## src/gcr_map.svh

```systemverilog
// Register offsets, field positions and reset values of the graphics control registers
`ifndef GCR_MAP_SVH
`define GCR_MAP_SVH
`define GCR_OFS_X 4'h0
`define GCR_OFS_Y 4'h1
`define GCR_OFS_DATA 4'h2
`define GCR_OFS_MAIN_CTRL 4'h4
`define GCR_OFS_PEN_LOW 4'h5
`define GCR_OFS_MAP_SEL 4'h6
`define GCR_OFS_PLANE_INH 4'h7
`define GCR_BIT_CPL 0
`define GCR_BIT_CLIP 1
`define GCR_BIT_VBUS_N 2
`define GCR_BIT_SHARED 3
`define GCR_BIT_DMA 4
`define GCR_BIT_FREEZE 5
`define GCR_BIT_BLINK 6
`define GCR_BIT_ALTERNATE_MAP_SET 7
`define GCR_PAN_LSB 8
`define GCR_XZOOM_LSB 11
`define GCR_YZOOM_LSB 14
`define GCR_CLIP_LSB 9
`define GCR_RST_MAIN_CTRL 16'h0000
`define GCR_RST_MAP_SEL 4'h0
`define GCR_RST_PLANE_INH 4'h0
`define GCR_PORTION_SMALL 10'h100
`define GCR_PORTION_LARGE 10'h200
`endif

```

## src/gcr_pkg.sv

```systemverilog
// Types shared by the graphics control register bank
package gcr_pkg;
   typedef logic [11:0] gcr_coord_t;
   typedef enum logic {GCR_SRC_HOST, GCR_SRC_DMA} gcr_src_t;
endpackage

```

## src/gcr_regs.sv

```systemverilog
// Graphics control register bank with display memory request FIFO
`include "gcr_map.svh"

module gcr_fifo #(
   parameter int WIDTH = 8,
   parameter int DEPTH = 32
) (
   input wire logic clk_sys_i,
   input wire logic rst_n_i,
   // Fill side
   input wire logic in_valid_i,
   output logic in_ready_o,
   input wire logic [WIDTH-1:0] in_data_i,
   // Drain side
   output logic out_valid_o,
   input wire logic out_ready_i,
   output logic [WIDTH-1:0] out_data_o
);
   localparam int AW = $clog2(DEPTH);
   logic [WIDTH-1:0] mem_reg [DEPTH];
   logic [AW-1:0] wr_ptr_reg;
   logic [AW-1:0] rd_ptr_reg;
   logic [AW:0] count_reg;
   logic push;
   logic pop;

   // Full at DEPTH entries; the count is one bit wider than the pointers
   assign in_ready_o = (count_reg < (AW+1)'(DEPTH));
   assign out_valid_o = (count_reg != '0);
   assign push = in_valid_i && in_ready_o;
   assign pop = out_valid_o && out_ready_i;
   assign out_data_o = mem_reg[rd_ptr_reg];

   always_ff @(posedge clk_sys_i)
   begin
      if (push)
      begin
         mem_reg[wr_ptr_reg] <= in_data_i;
      end
   end

   always_ff @(posedge clk_sys_i or negedge rst_n_i)
   begin
      if (!rst_n_i)
      begin
         wr_ptr_reg <= '0;
         rd_ptr_reg <= '0;
         count_reg <= '0;
      end
      else
      begin
         if (push)
         begin
            wr_ptr_reg <= (wr_ptr_reg == AW'(DEPTH - 1)) ? '0 : wr_ptr_reg + 1'b1;
         end
         if (pop)
         begin
            rd_ptr_reg <= (rd_ptr_reg == AW'(DEPTH - 1)) ? '0 : rd_ptr_reg + 1'b1;
         end
         if (push && !pop)
         begin
            count_reg <= count_reg + 1'b1;
         end
         else if (pop && !push)
         begin
            count_reg <= count_reg - 1'b1;
         end
      end
   end
endmodule

module gcr_regs
   import gcr_pkg::*;
#(
   parameter int FIFO_DEPTH = 32,
   parameter logic [7:0] DMA_BASE_W = 8'h00
) (
   input wire logic clk_sys_i,
   input wire logic rst_n_i,
   // Register port, one word per access
   input wire logic [3:0] reg_addr_i,
   input wire logic reg_wr_i,
   input wire logic reg_rd_i,
   input wire logic [15:0] reg_wdata_i,
   output logic [15:0] reg_rdata_o,
   output logic reg_ack_o,
   // DMA window byte port
   input wire logic [15:0] dma_addr_i,
   input wire logic dma_wr_i,
   input wire logic [7:0] dma_wdata_i,
   output logic dma_ack_o,
   // Straps
   input wire logic strap_double_res_i,
   input wire logic strap_y_step_512_i,
   input wire logic [7:0] strap_dma_base_i,
   // Display memory request stream
   output logic mem_valid_o,
   input wire logic mem_ready_i,
   output logic mem_complement_o,
   output logic mem_from_dma_o,
   output logic [3:0] mem_plane_inhibit_o,
   output logic [11:0] mem_x_o,
   output logic [11:0] mem_y_o,
   output logic [7:0] mem_data_o,
   // Display controls
   output logic clip_enable_o,
   output logic video_bus_enable_o,
   output logic interrupt_allow_o,
   output logic double_x_resolution_o,
   output logic dma_mode_o,
   output logic frame_freeze_o,
   output logic blink_allow_o,
   output logic [4:0] lut_select_o,
   output logic [2:0] horizontal_zoom_factor_o,
   output logic [1:0] vertical_zoom_factor_o,
   // Pan delay of horizontal sync
   input wire logic dot_en_i,
   input wire logic hsync_i,
   output logic hsync_o,
   // Light pen
   input wire logic pen_strobe_i,
   input wire logic [2:0] pen_x_i,
   input wire logic [2:0] pen_y_i,
   input wire logic pen_chip_read_i,
   output logic pen_full_o
);
   localparam int ENTRY_W = 1 + 1 + 4 + 12 + 12 + 8;

   logic [15:0] main_control_reg;
   logic [3:0] colour_map_select_reg;
   logic [3:0] plane_write_inhibit_reg;
   gcr_coord_t x_reg;
   gcr_coord_t y_reg;
   logic [9:0] byte_cnt_reg;
   logic [2:0] pen_x_low_reg;
   logic [2:0] pen_y_low_reg;
   logic pen_full_reg;
   logic [15:0] rdata_reg;
   logic rd_ack_reg;
   logic [7:1] hs_pipe_reg;
   logic hsync_reg;

   logic fifo_ready;
   logic push_valid;
   logic clipped;
   logic host_data_wr;
   logic host_wr_take;
   logic dma_hit;
   logic dma_take;
   logic [9:0] portion;
   logic [2:0] pan;
   gcr_coord_t push_x;
   gcr_coord_t push_y;
   gcr_src_t push_src;
   logic [7:0] push_data;
   logic [ENTRY_W-1:0] push_entry;
   logic [ENTRY_W-1:0] pop_entry;
   logic [15:0] rdata_next;

   assign pan = main_control_reg[`GCR_PAN_LSB +: 3];
   assign portion = strap_y_step_512_i ? `GCR_PORTION_LARGE : `GCR_PORTION_SMALL;

   // Window hit: fixed 256-byte block at the strapped base XOR DMA_BASE_W, only in DMA mode
   assign dma_hit = main_control_reg[`GCR_BIT_DMA]
                    && (dma_addr_i[15:8] == (strap_dma_base_i ^ DMA_BASE_W));
   assign host_data_wr = reg_wr_i && (reg_addr_i == `GCR_OFS_DATA);
   assign host_wr_take = reg_wr_i && (!host_data_wr || fifo_ready);
   assign dma_take = dma_wr_i && dma_hit && fifo_ready && !reg_wr_i;

   // DMA accesses use the coordinates after the pre-increment
   assign push_x = dma_take ? x_reg + 12'h001 : x_reg;
   assign push_y = (dma_take && byte_cnt_reg == 10'h000) ? y_reg + 12'h001 : y_reg;
   assign clipped = main_control_reg[`GCR_BIT_CLIP]
                    && ((push_x[11:`GCR_CLIP_LSB] != 3'h0)
                    || (push_y[11:`GCR_CLIP_LSB] != 3'h0));
   assign push_src = dma_take ? GCR_SRC_DMA : GCR_SRC_HOST;
   assign push_data = dma_take ? dma_wdata_i : reg_wdata_i[7:0];
   assign push_valid = ((host_data_wr && fifo_ready) || dma_take) && !clipped;
   assign push_entry = {main_control_reg[`GCR_BIT_CPL], push_src == GCR_SRC_DMA,
                        plane_write_inhibit_reg, push_y, push_x, push_data};

   gcr_fifo #(
      .WIDTH(ENTRY_W),
      .DEPTH(FIFO_DEPTH)
   ) u_fifo (
      .clk_sys_i(clk_sys_i),
      .rst_n_i(rst_n_i),
      .in_valid_i(push_valid),
      .in_ready_o(fifo_ready),
      .in_data_i(push_entry),
      .out_valid_o(mem_valid_o),
      .out_ready_i(mem_ready_i),
      .out_data_o(pop_entry)
   );

   assign {mem_complement_o, mem_from_dma_o, mem_plane_inhibit_o, mem_y_o, mem_x_o,
           mem_data_o} = pop_entry;

   assign reg_ack_o = host_wr_take || rd_ack_reg;
   assign dma_ack_o = dma_take;
   assign reg_rdata_o = rdata_reg;

   // Control registers; values hold until the next write
   always_ff @(posedge clk_sys_i or negedge rst_n_i)
   begin
      if (!rst_n_i)
      begin
         main_control_reg <= `GCR_RST_MAIN_CTRL;
         colour_map_select_reg <= `GCR_RST_MAP_SEL;
         plane_write_inhibit_reg <= `GCR_RST_PLANE_INH;
      end
      else if (host_wr_take)
      begin
         if (reg_addr_i == `GCR_OFS_MAIN_CTRL)
         begin
            main_control_reg <= reg_wdata_i;
         end
         else if (reg_addr_i == `GCR_OFS_MAP_SEL)
         begin
            colour_map_select_reg <= reg_wdata_i[3:0];
         end
         else if (reg_addr_i == `GCR_OFS_PLANE_INH)
         begin
            plane_write_inhibit_reg <= reg_wdata_i[3:0];
         end
      end
   end

   // Coordinates: host loads, DMA pre-increments
   always_ff @(posedge clk_sys_i or negedge rst_n_i)
   begin
      if (!rst_n_i)
      begin
         x_reg <= '0;
         y_reg <= '0;
         byte_cnt_reg <= '0;
      end
      else if (host_wr_take && reg_addr_i == `GCR_OFS_X)
      begin
         x_reg <= reg_wdata_i[11:0];
         byte_cnt_reg <= '0;
      end
      else if (host_wr_take && reg_addr_i == `GCR_OFS_Y)
      begin
         y_reg <= reg_wdata_i[11:0];
         byte_cnt_reg <= '0;
      end
      else if (dma_take)
      begin
         x_reg <= push_x;
         y_reg <= push_y;
         byte_cnt_reg <= (byte_cnt_reg == portion - 10'h001) ? '0 : byte_cnt_reg + 10'h001;
      end
   end

   // Light pen low bits and full flag; a strobe wins over a clearing read
   always_ff @(posedge clk_sys_i or negedge rst_n_i)
   begin
      if (!rst_n_i)
      begin
         pen_x_low_reg <= '0;
         pen_y_low_reg <= '0;
         pen_full_reg <= 1'b0;
      end
      else if (pen_strobe_i)
      begin
         pen_x_low_reg <= pen_x_i;
         pen_y_low_reg <= pen_y_i;
         pen_full_reg <= 1'b1;
      end
      else if (pen_chip_read_i)
      begin
         pen_full_reg <= 1'b0;
      end
   end

   always_comb
   begin
      rdata_next = 16'h0000;
      if (reg_addr_i == `GCR_OFS_PEN_LOW)
      begin
         rdata_next = {10'h000, pen_y_low_reg, pen_x_low_reg};
      end
      else if (reg_addr_i == `GCR_OFS_X)
      begin
         rdata_next = {4'h0, x_reg};
      end
      else if (reg_addr_i == `GCR_OFS_Y)
      begin
         rdata_next = {4'h0, y_reg};
      end
   end

   // Read data answers one cycle after the strobe
   always_ff @(posedge clk_sys_i or negedge rst_n_i)
   begin
      if (!rst_n_i)
      begin
         rdata_reg <= '0;
         rd_ack_reg <= 1'b0;
      end
      else
      begin
         rd_ack_reg <= reg_rd_i && !reg_wr_i;
         if (reg_rd_i && !reg_wr_i)
         begin
            rdata_reg <= rdata_next;
         end
      end
   end

   // Horizontal sync delay line, one stage per dot
   generate
      for (genvar i = 1; i <= 7; i++)
      begin : g_pan
         always_ff @(posedge clk_sys_i or negedge rst_n_i)
         begin
            if (!rst_n_i)
            begin
               hs_pipe_reg[i] <= 1'b0;
            end
            else if (dot_en_i)
            begin
               hs_pipe_reg[i] <= (i == 1) ? hsync_i : hs_pipe_reg[(i > 1) ? i - 1 : 1];
            end
         end
      end
   endgenerate

   always_ff @(posedge clk_sys_i or negedge rst_n_i)
   begin
      if (!rst_n_i)
      begin
         hsync_reg <= 1'b0;
      end
      else
      begin
         hsync_reg <= (pan == 3'h0) ? hsync_i : hs_pipe_reg[pan];
      end
   end

   assign hsync_o = hsync_reg;
   assign pen_full_o = pen_full_reg;
   assign clip_enable_o = main_control_reg[`GCR_BIT_CLIP];
   assign video_bus_enable_o = !main_control_reg[`GCR_BIT_VBUS_N];
   assign interrupt_allow_o = main_control_reg[`GCR_BIT_SHARED] && !strap_double_res_i;
   assign double_x_resolution_o = main_control_reg[`GCR_BIT_SHARED] && strap_double_res_i;
   assign dma_mode_o = main_control_reg[`GCR_BIT_DMA];
   assign frame_freeze_o = main_control_reg[`GCR_BIT_FREEZE];
   assign blink_allow_o = main_control_reg[`GCR_BIT_BLINK];
   assign lut_select_o = {main_control_reg[`GCR_BIT_ALTERNATE_MAP_SET], colour_map_select_reg};
   assign horizontal_zoom_factor_o = main_control_reg[`GCR_XZOOM_LSB +: 3];
   assign vertical_zoom_factor_o = main_control_reg[`GCR_YZOOM_LSB +: 2];
endmodule

```

## config.mk

```make
export PLATFORM = sky130hd
export DESIGN_NAME = gcr_regs
export DESIGN_NICKNAME = d
export VERILOG_FILES = /design/src/gcr_pkg.sv /design/src/gcr_regs.sv
export VERILOG_INCLUDE_DIRS = /design/src /design/src/src
export SDC_FILE = /design/constraint.sdc
export NUM_CORES = 2
export LEC_CHECK = 0
export ABC_AREA = 1
export BUFFER_PORTS_ARGS = -buffer_cell sky130_fd_sc_hd__clkbuf_2
export CORE_ASPECT_RATIO = 1.4
export CORE_MARGIN = 5
export CORE_UTILIZATION = 60
export DETAILED_ROUTE_END_ITERATION = 7
export GPL_ROUTABILITY_DRIVEN = 0
export PLACE_DENSITY = 0.79
export SLEW_MARGIN = 20
export SYNTH_ARGS = -nofsm -noshare
export SYNTH_HDL_FRONTEND = slang
export SYNTH_SLANG_ARGS = --single-unit
```

## constraint.sdc

```tcl
create_clock -name clk_sys_i -period 4.7 [get_ports clk_sys_i]
set_input_delay 0.94 -clock clk_sys_i [delete_from_list [all_inputs] [get_ports clk_sys_i]]
set_output_delay 0.94 -clock clk_sys_i [all_outputs]
set_load 0.005 [all_outputs]
```

After elaboration in Yosys (flattened, before gate mapping)
Memories as Yosys holds them, arrays and structs flattened.
Index checks and enable logic that the tools add are counted.
- bitwise gates (word level): 3
- muxes and demuxes: 28
- reductions and logical operators: 46
- order comparisons: 2
- add/subtract/negate cells: 8
- equal/unequal tests: 11
- operators by type and width (cell ; number):
    12-bit two-way mux ; 10
    10-bit two-way mux ; 5
    12-bit by 1-bit adder with 12-bit output (second input constant) ; 2
    1-bit logical AND ; 19
    4-bit by 3-bit == test with 1-bit output (second input constant) ; 4
    6-bit two-way mux ; 2
    10-bit by 1-bit adder with 10-bit output (second input constant) ; 1
    5-bit by 1-bit adder with 5-bit output (second input constant) ; 2
    10-bit == test ; 1
    5-bit == test (second input constant) ; 2
    10-bit logical NOT ; 1
    5-bit two-way mux ; 2
    10-bit by 1-bit subtractor with 10-bit output (second input constant) ; 1
    3-bit nonzero test ; 3
    8-bit == test ; 1
    8-bit two-way mux ; 1
    2-bit nonzero test ; 4
    1-bit logical NOT ; 7
    1-bit two-way mux ; 7
    6-bit by 1-bit adder with 6-bit output (second input constant) ; 1
    6-bit < comparator (second input constant) ; 1
    2-bit AND reduction ; 3
    6-bit nonzero test ; 1
    6-bit by 1-bit subtractor with 6-bit output (second input constant) ; 1
    11 further kinds ; 16
- input port bits: 70
- register bits: 106
- bits in writable memories: 1216
- word-level logic and storage cells: 121
- memories: 1
- output and inout port bits: 76
- memory list (name ; depth ; width ; read ports ; clocked after memory_dff ; write ports ; RTL line ; text):
    u_fifo.mem_reg ; 32 ; 38 ; 1 ; 0 ; 1 ; gcr_regs.sv:20 ; logic [WIDTH-1:0] mem_reg [DEPTH];

Depth between registers and ports, before layout
- depth after elaboration: 17
- gate-level depth with buffers: 28
- gate-level depth less buffers: 28

By module
Synthesis repeated with hierarchy kept, for this count alone.
- cell total of the unflattened synthesis: 5458
- area, all modules: 56948.4 um^2
- by module, submodules not included (module ; area an instance (um^2) ; times used ; seq. area each (um^2) ; cells an instance):
    gcr_fifo ; 52067.4 ; 1 ; 36915.4 ; 4831
    gcr_regs ; 4880.9 ; 1 ; 2152.1 ; 627

Worst setup path after synthesis
OpenSTA, ideal clock, no wires.
- path kind: input-to-reg
- start point: in reg_wr_i
- end point: mem u_fifo.mem_reg[0][0] in the netlist's numbering, enable pin
- cell stages on the path: 13
- buffers on the path: 0
- slack: 0.236 ns
- required time: 4.267 ns
- library setup time: 0.433 ns
- arrival time: 4.030 ns
- cells stage by stage: nor2_1 > nand3_1 > nor2_2 > nand2_1 > nor2_1 > nand3_1 > nand2_1 > nand2_1 > nor2_4 > nand3_4 > nand2_8 > nand3_4 > nor2_1
- elaborated cells between the ends (all ways): 17
- those cells by class: 4 x mux; 13 x reduce/logical
- RTL lines (element ; RTL line ; text):
    start: declaration ; gcr_regs.sv:82 ; input wire logic reg_wr_i,
    1-bit logical NOT ; gcr_regs.sv:168 ; assign dma_take = dma_wr_i && dma_hit && fifo_ready && !reg_wr_i;
    1-bit logical AND ; gcr_regs.sv:168 ;
    12-bit two-way mux ; gcr_regs.sv:171 ; assign push_x = dma_take ? x_reg + 12'h001 : x_reg;
    via push_x[9] ; gcr_regs.sv:152 ; gcr_coord_t push_x;
    3-bit nonzero test ; gcr_regs.sv:174 ; && ((push_x[11:`GCR_CLIP_LSB] != 3'h0)
    1-bit logical OR ; gcr_regs.sv:174 ;
    1-bit logical AND ; gcr_regs.sv:173 ; assign clipped = main_control_reg[`GCR_BIT_CLIP]
    1-bit logical NOT ; gcr_regs.sv:178 ; assign push_valid = ((host_data_wr && fifo_ready) || dma_take) && !clipped;
    1-bit logical AND ; gcr_regs.sv:178 ;
    1-bit logical AND ; gcr_regs.sv:30 ; assign push = in_valid_i && in_ready_o;
    1-bit two-way mux ; gcr_regs.sv:36 ; if (push)
    1-bit two-way mux (implied by the code) ; gcr_regs.sv:38 ; mem_reg[wr_ptr_reg] <= in_data_i;
    end: declaration ; gcr_regs.sv:20 ;
The timed path passes the listed nets, and every way through them passes these cells.

Worst setup path after layout
- start point: reg u_fifo.rd_ptr_reg[0]
- end point: out mem_y_o[2]
- word-level cells in the longest chain between the ends: 1
- RTL lines (element ; RTL line ; text):
    start: declaration ; gcr_regs.sv:22 ; logic [AW-1:0] rd_ptr_reg;
    start signal: assignment ; gcr_regs.sv:58 ; rd_ptr_reg <= (rd_ptr_reg == AW'(DEPTH - 1)) ? '0 : rd_ptr_reg + 1'b1;
    memory 32 x 38 bit ; - ;
    end: declaration ; gcr_regs.sv:103 ; output logic [11:0] mem_y_o,
No other way between the ends.

==> results by group <==
Placed design
  – Detailed Place HPWL: between 80 and 90 mm
  – Place WS: approximately 270 ps
  – Dpl cells: 5,445
  – IO Port Bufs: approximately 130

Timing
  – Min cycle time layout: about 4500 ps
  – Final WS setup: 170 ps
  – WHS: between 300 and 400 ps
  – Slew Viols, Final: 0
  – Unrepaired setup endpoints after global routing: no
  – Max_slew headroom: 26.2%
  – Setup_tns: 0 ps
  – Endpoints failing setup: 0
  – Fin Clk Skew: between 30 and 40 ps
  – Final period util: a little over nine tenths
  – Worst-Margin Slew: between 1000 and 1500 ps
  – Final Hold Viols: 0
  – Fmax: between 0.2 and 0.25 GHz

Synthesis
  – Asr flop ratio synth: 7.74%
  – Top cell type's share of synthesized area: roughly 69%
  – Synth Flop Type: edfxtp_1
  – Yosys warns: 0
  – XOR/XNOR Fraction of Synth Area: less than 1%
  – Mapped Cells: between 4,000 and 5,000
  – Combinational family with the most area after synthesis: compound AO/OA/AOI/OAI gates
  – Yosys reg bits: ~1,300
  – Avg Inst Size Synth: 12.4 um2
  – Cell Area, Synth: 0.0530 mm2
  – Synth top area cells: edfxtp_1 (69%), o21ai_0 (6.7%), nor2_1 (5.6%), dfrtp_1 (4.8%), o22ai_1 (4.4%)
  – Simple logic cell fraction of the synthesized area: 9.39%
  – Seq/Total Area, Yosys: roughly three quarters
  – Post-synth EDFFs: 1,216
  – Mux contribution to synthesized area: less than 1%
  – Area leader, netlist: edfxtp_1
  – Compound-Gate Fraction of Synth Area: between 10% and 20%
  – Post-Synth Adder-Cell Area: 0.415%
  – Synth cell types: 47

Global route
  – Vias in the first global route: around 36,000
  – All-Layer GR Usage: between 30% and 40%
  – First-pass GRT wire length: roughly 220 mm
  – Largest net degree at the start of global routing: 127
  – Gr ovfl total: 0
  – Initial antenna violation count: 0

Floorplan
  – Die W: around 260 um
  – I/O Pins: between 100 and 150
  – Core box area: around 0.09 mm2
  – Row cnt: about 130
  – Starting density of the core: between 60 and 70%
  – Die Ht: 362 um
  – Die Footprint: roughly 0.095 mm2

Critical path
  – Crit path from: u_fifo.rd_ptr_reg[0]$_DFFE_PN0P_
  – CP Max Fanout: between 60 and 70
  – Critical path type: flop to primary output
  – CP arrival: about 3600 ps
  – Req. time, crit path: ~3800 ps
  – CP Capture Type: primary output
  – Crit Reg-Reg Startpoint: byte_cnt_reg[0]$_DFFE_PN0P_
  – Crit start category: flop

Clocking
  – CTS Hold Bufs: 0
  – Post-CTS Resized: 0
  – Clock insertion delay at the later pin of the skew report: ~720 ps
  – Reg clk slew, reported paths: ~70 ps
  – Post-CTS Setup Bufs: 0
  – H-tree levels: 3
  – Num CTS Buffers: 111
  – CTS max path bufs: 3
  – CTS tree: built
  – # clock sinks: 1,318
  – Clk root buf: clkbuf_16

Detailed routing
  – Top Layer Used: met4
  – Initial drt markers: around 5,200
  – Met2 wire len: 73.0 mm
  – Via count: 36,700
  – Antenna Nets Post-Route: 0
  – Detailed-router iteration count before antenna repair: 8
  – Post-Route WL: ~150 mm
  – Drt wl/cell: 26.0 um
  – Via density: approximately 6.5
  – Length of routed wiring on met1: 50.1 mm
  – Post-route DRC: 1
  – Met3 Wirelength: 16.1 mm

Final layout
  – Final std cells w/o fill: between 5,000 and 6,000
  – Final nets: ~4,500
  – Final core utilization: between 60% and 70%
  – Share of layout cells above drive strength 1: 12.1%
  – ANT cells: 0
  – Max reg flops: 1,216
  – Area Overhead vs Synth: 12.4%

Status
  – Failing checks: DRC
  – Status: finished with violations

Power
  – Cell Pwr Density: 563 mW/mm2
  – Leakage: just over 20 nW
  – VDD IR max: roughly 500 uV

Min path
  – HP Class: input port to async pin

Job
  – Max cap viols: 0
## worst max-delay path, cell delays in order (launching register included)
cell and delay [ps]:
dfrtp_4 690, inv_8 450, buf_4 350, o21ai_0 130
o22ai_1 140, nand2_1 60, nand2_1 90, a21oi_1 50
o31ai_1 610, clkbuf_2 230
## metrics by stage
stage	area (um2)	power [W]
CTS	59600	0.0334
global placement	56000	0.0240
detailed placement	56000	0.0243
floorplan	53100	0.0202
finish	59600	0.0336
global route	59600	0.0349
## path summary, 6_finish.rpt
path	end	slack (ps)	depth (start not counted)
min	reg_rdata_o[7]$_DFFE_PN0P_	370	1
max in group asynchronous	byte_cnt_reg[4]$_DFFE_PN0P_	3370	2
min reg2reg	reg_rdata_o[5]$_DFFE_PN0P_	480	2
min in group clk_sys_i	pen_full_o$_DFFE_PN0P_	400	2
max reg2reg	u_fifo.count_reg[5]$_DFFE_PN0P_	560	25
max	mem_y_o[2]	170	9
## cell usage after synthesis, drive strengths merged (19+ instances only)
cell    number
dfrtp      102
nor2       805
buf         76
a21oi       58
inv        113
xor2        20
o21ai      802
nand2      355
o22ai      370
edfxtp    1216
clkbuf     208
o31ai       19
nand3       59
## final cells by class
class                      instances  area [um2]
multi-input combinational       2561       12800
timing repair buffer             273        2210
clock inverter                    74         654
clock buffer                     135        2950
inverter                         114         449
tap                             1179        1480
fill                            5927       28500
sequential                      1318       39100
## cell families (layout without fill, tap and decap cells)
logic type | count (synthesis) | count (layout)
XOR/XNOR | 27 | 27
AND/OR/NAND/NOR | 1244 | 1244
adder cells (fa/ha/maj) | 17 | 17
multiplexers | 4 | 4
buffers and inverters | 398 | 596
flip-flops | 1318 | 1318
AO/OA/AOI/OAI | 1265 | 1265
other | 1 | 4
## layout by cell type, fill, tap and decap left out, types with 16 or more instances in the layout
master     Yosys  layout
o31ai_1       19      19
edfxtp_1    1216    1216
clkinv_2       0      25
buf_12         0      39
clkbuf_2       0     132
nand3_1       52      52
clkbuf_16      0     113
o22ai_1      370     370
nand2_1      347     347
ha_1          16      16
dfrtp_1      102      97
clkbuf_1     208      18
inv_1        104     102
buf_4         10     102
o21ai_1       89      89
o21ai_0      713     704
clkinv_1       1      29
nor2_4         6      39
nor2_1       794     762
a21oi_1       57      56
## layer usage
layer  up-vias  track usage, %
li1      15800               -
met5         -               0
met2      2694            51.5
met1     17700            38.9
met3       546            5.17
met4         0            15.0
## power breakdown
group | switching (W) | internal (W) | leakage, nW | total (W)
Sequential | 0.000430 | 0.0134 | 12.4 | 0.0139
Combinational | 0.00737 | 0.00315 | 6.25 | 0.0105
Clock | 0.00414 | 0.00503 | 1.77 | 0.00916
Total | 0.0119 | 0.0216 | 20.4 | 0.0336
Power figures use the tool's default switching activity.
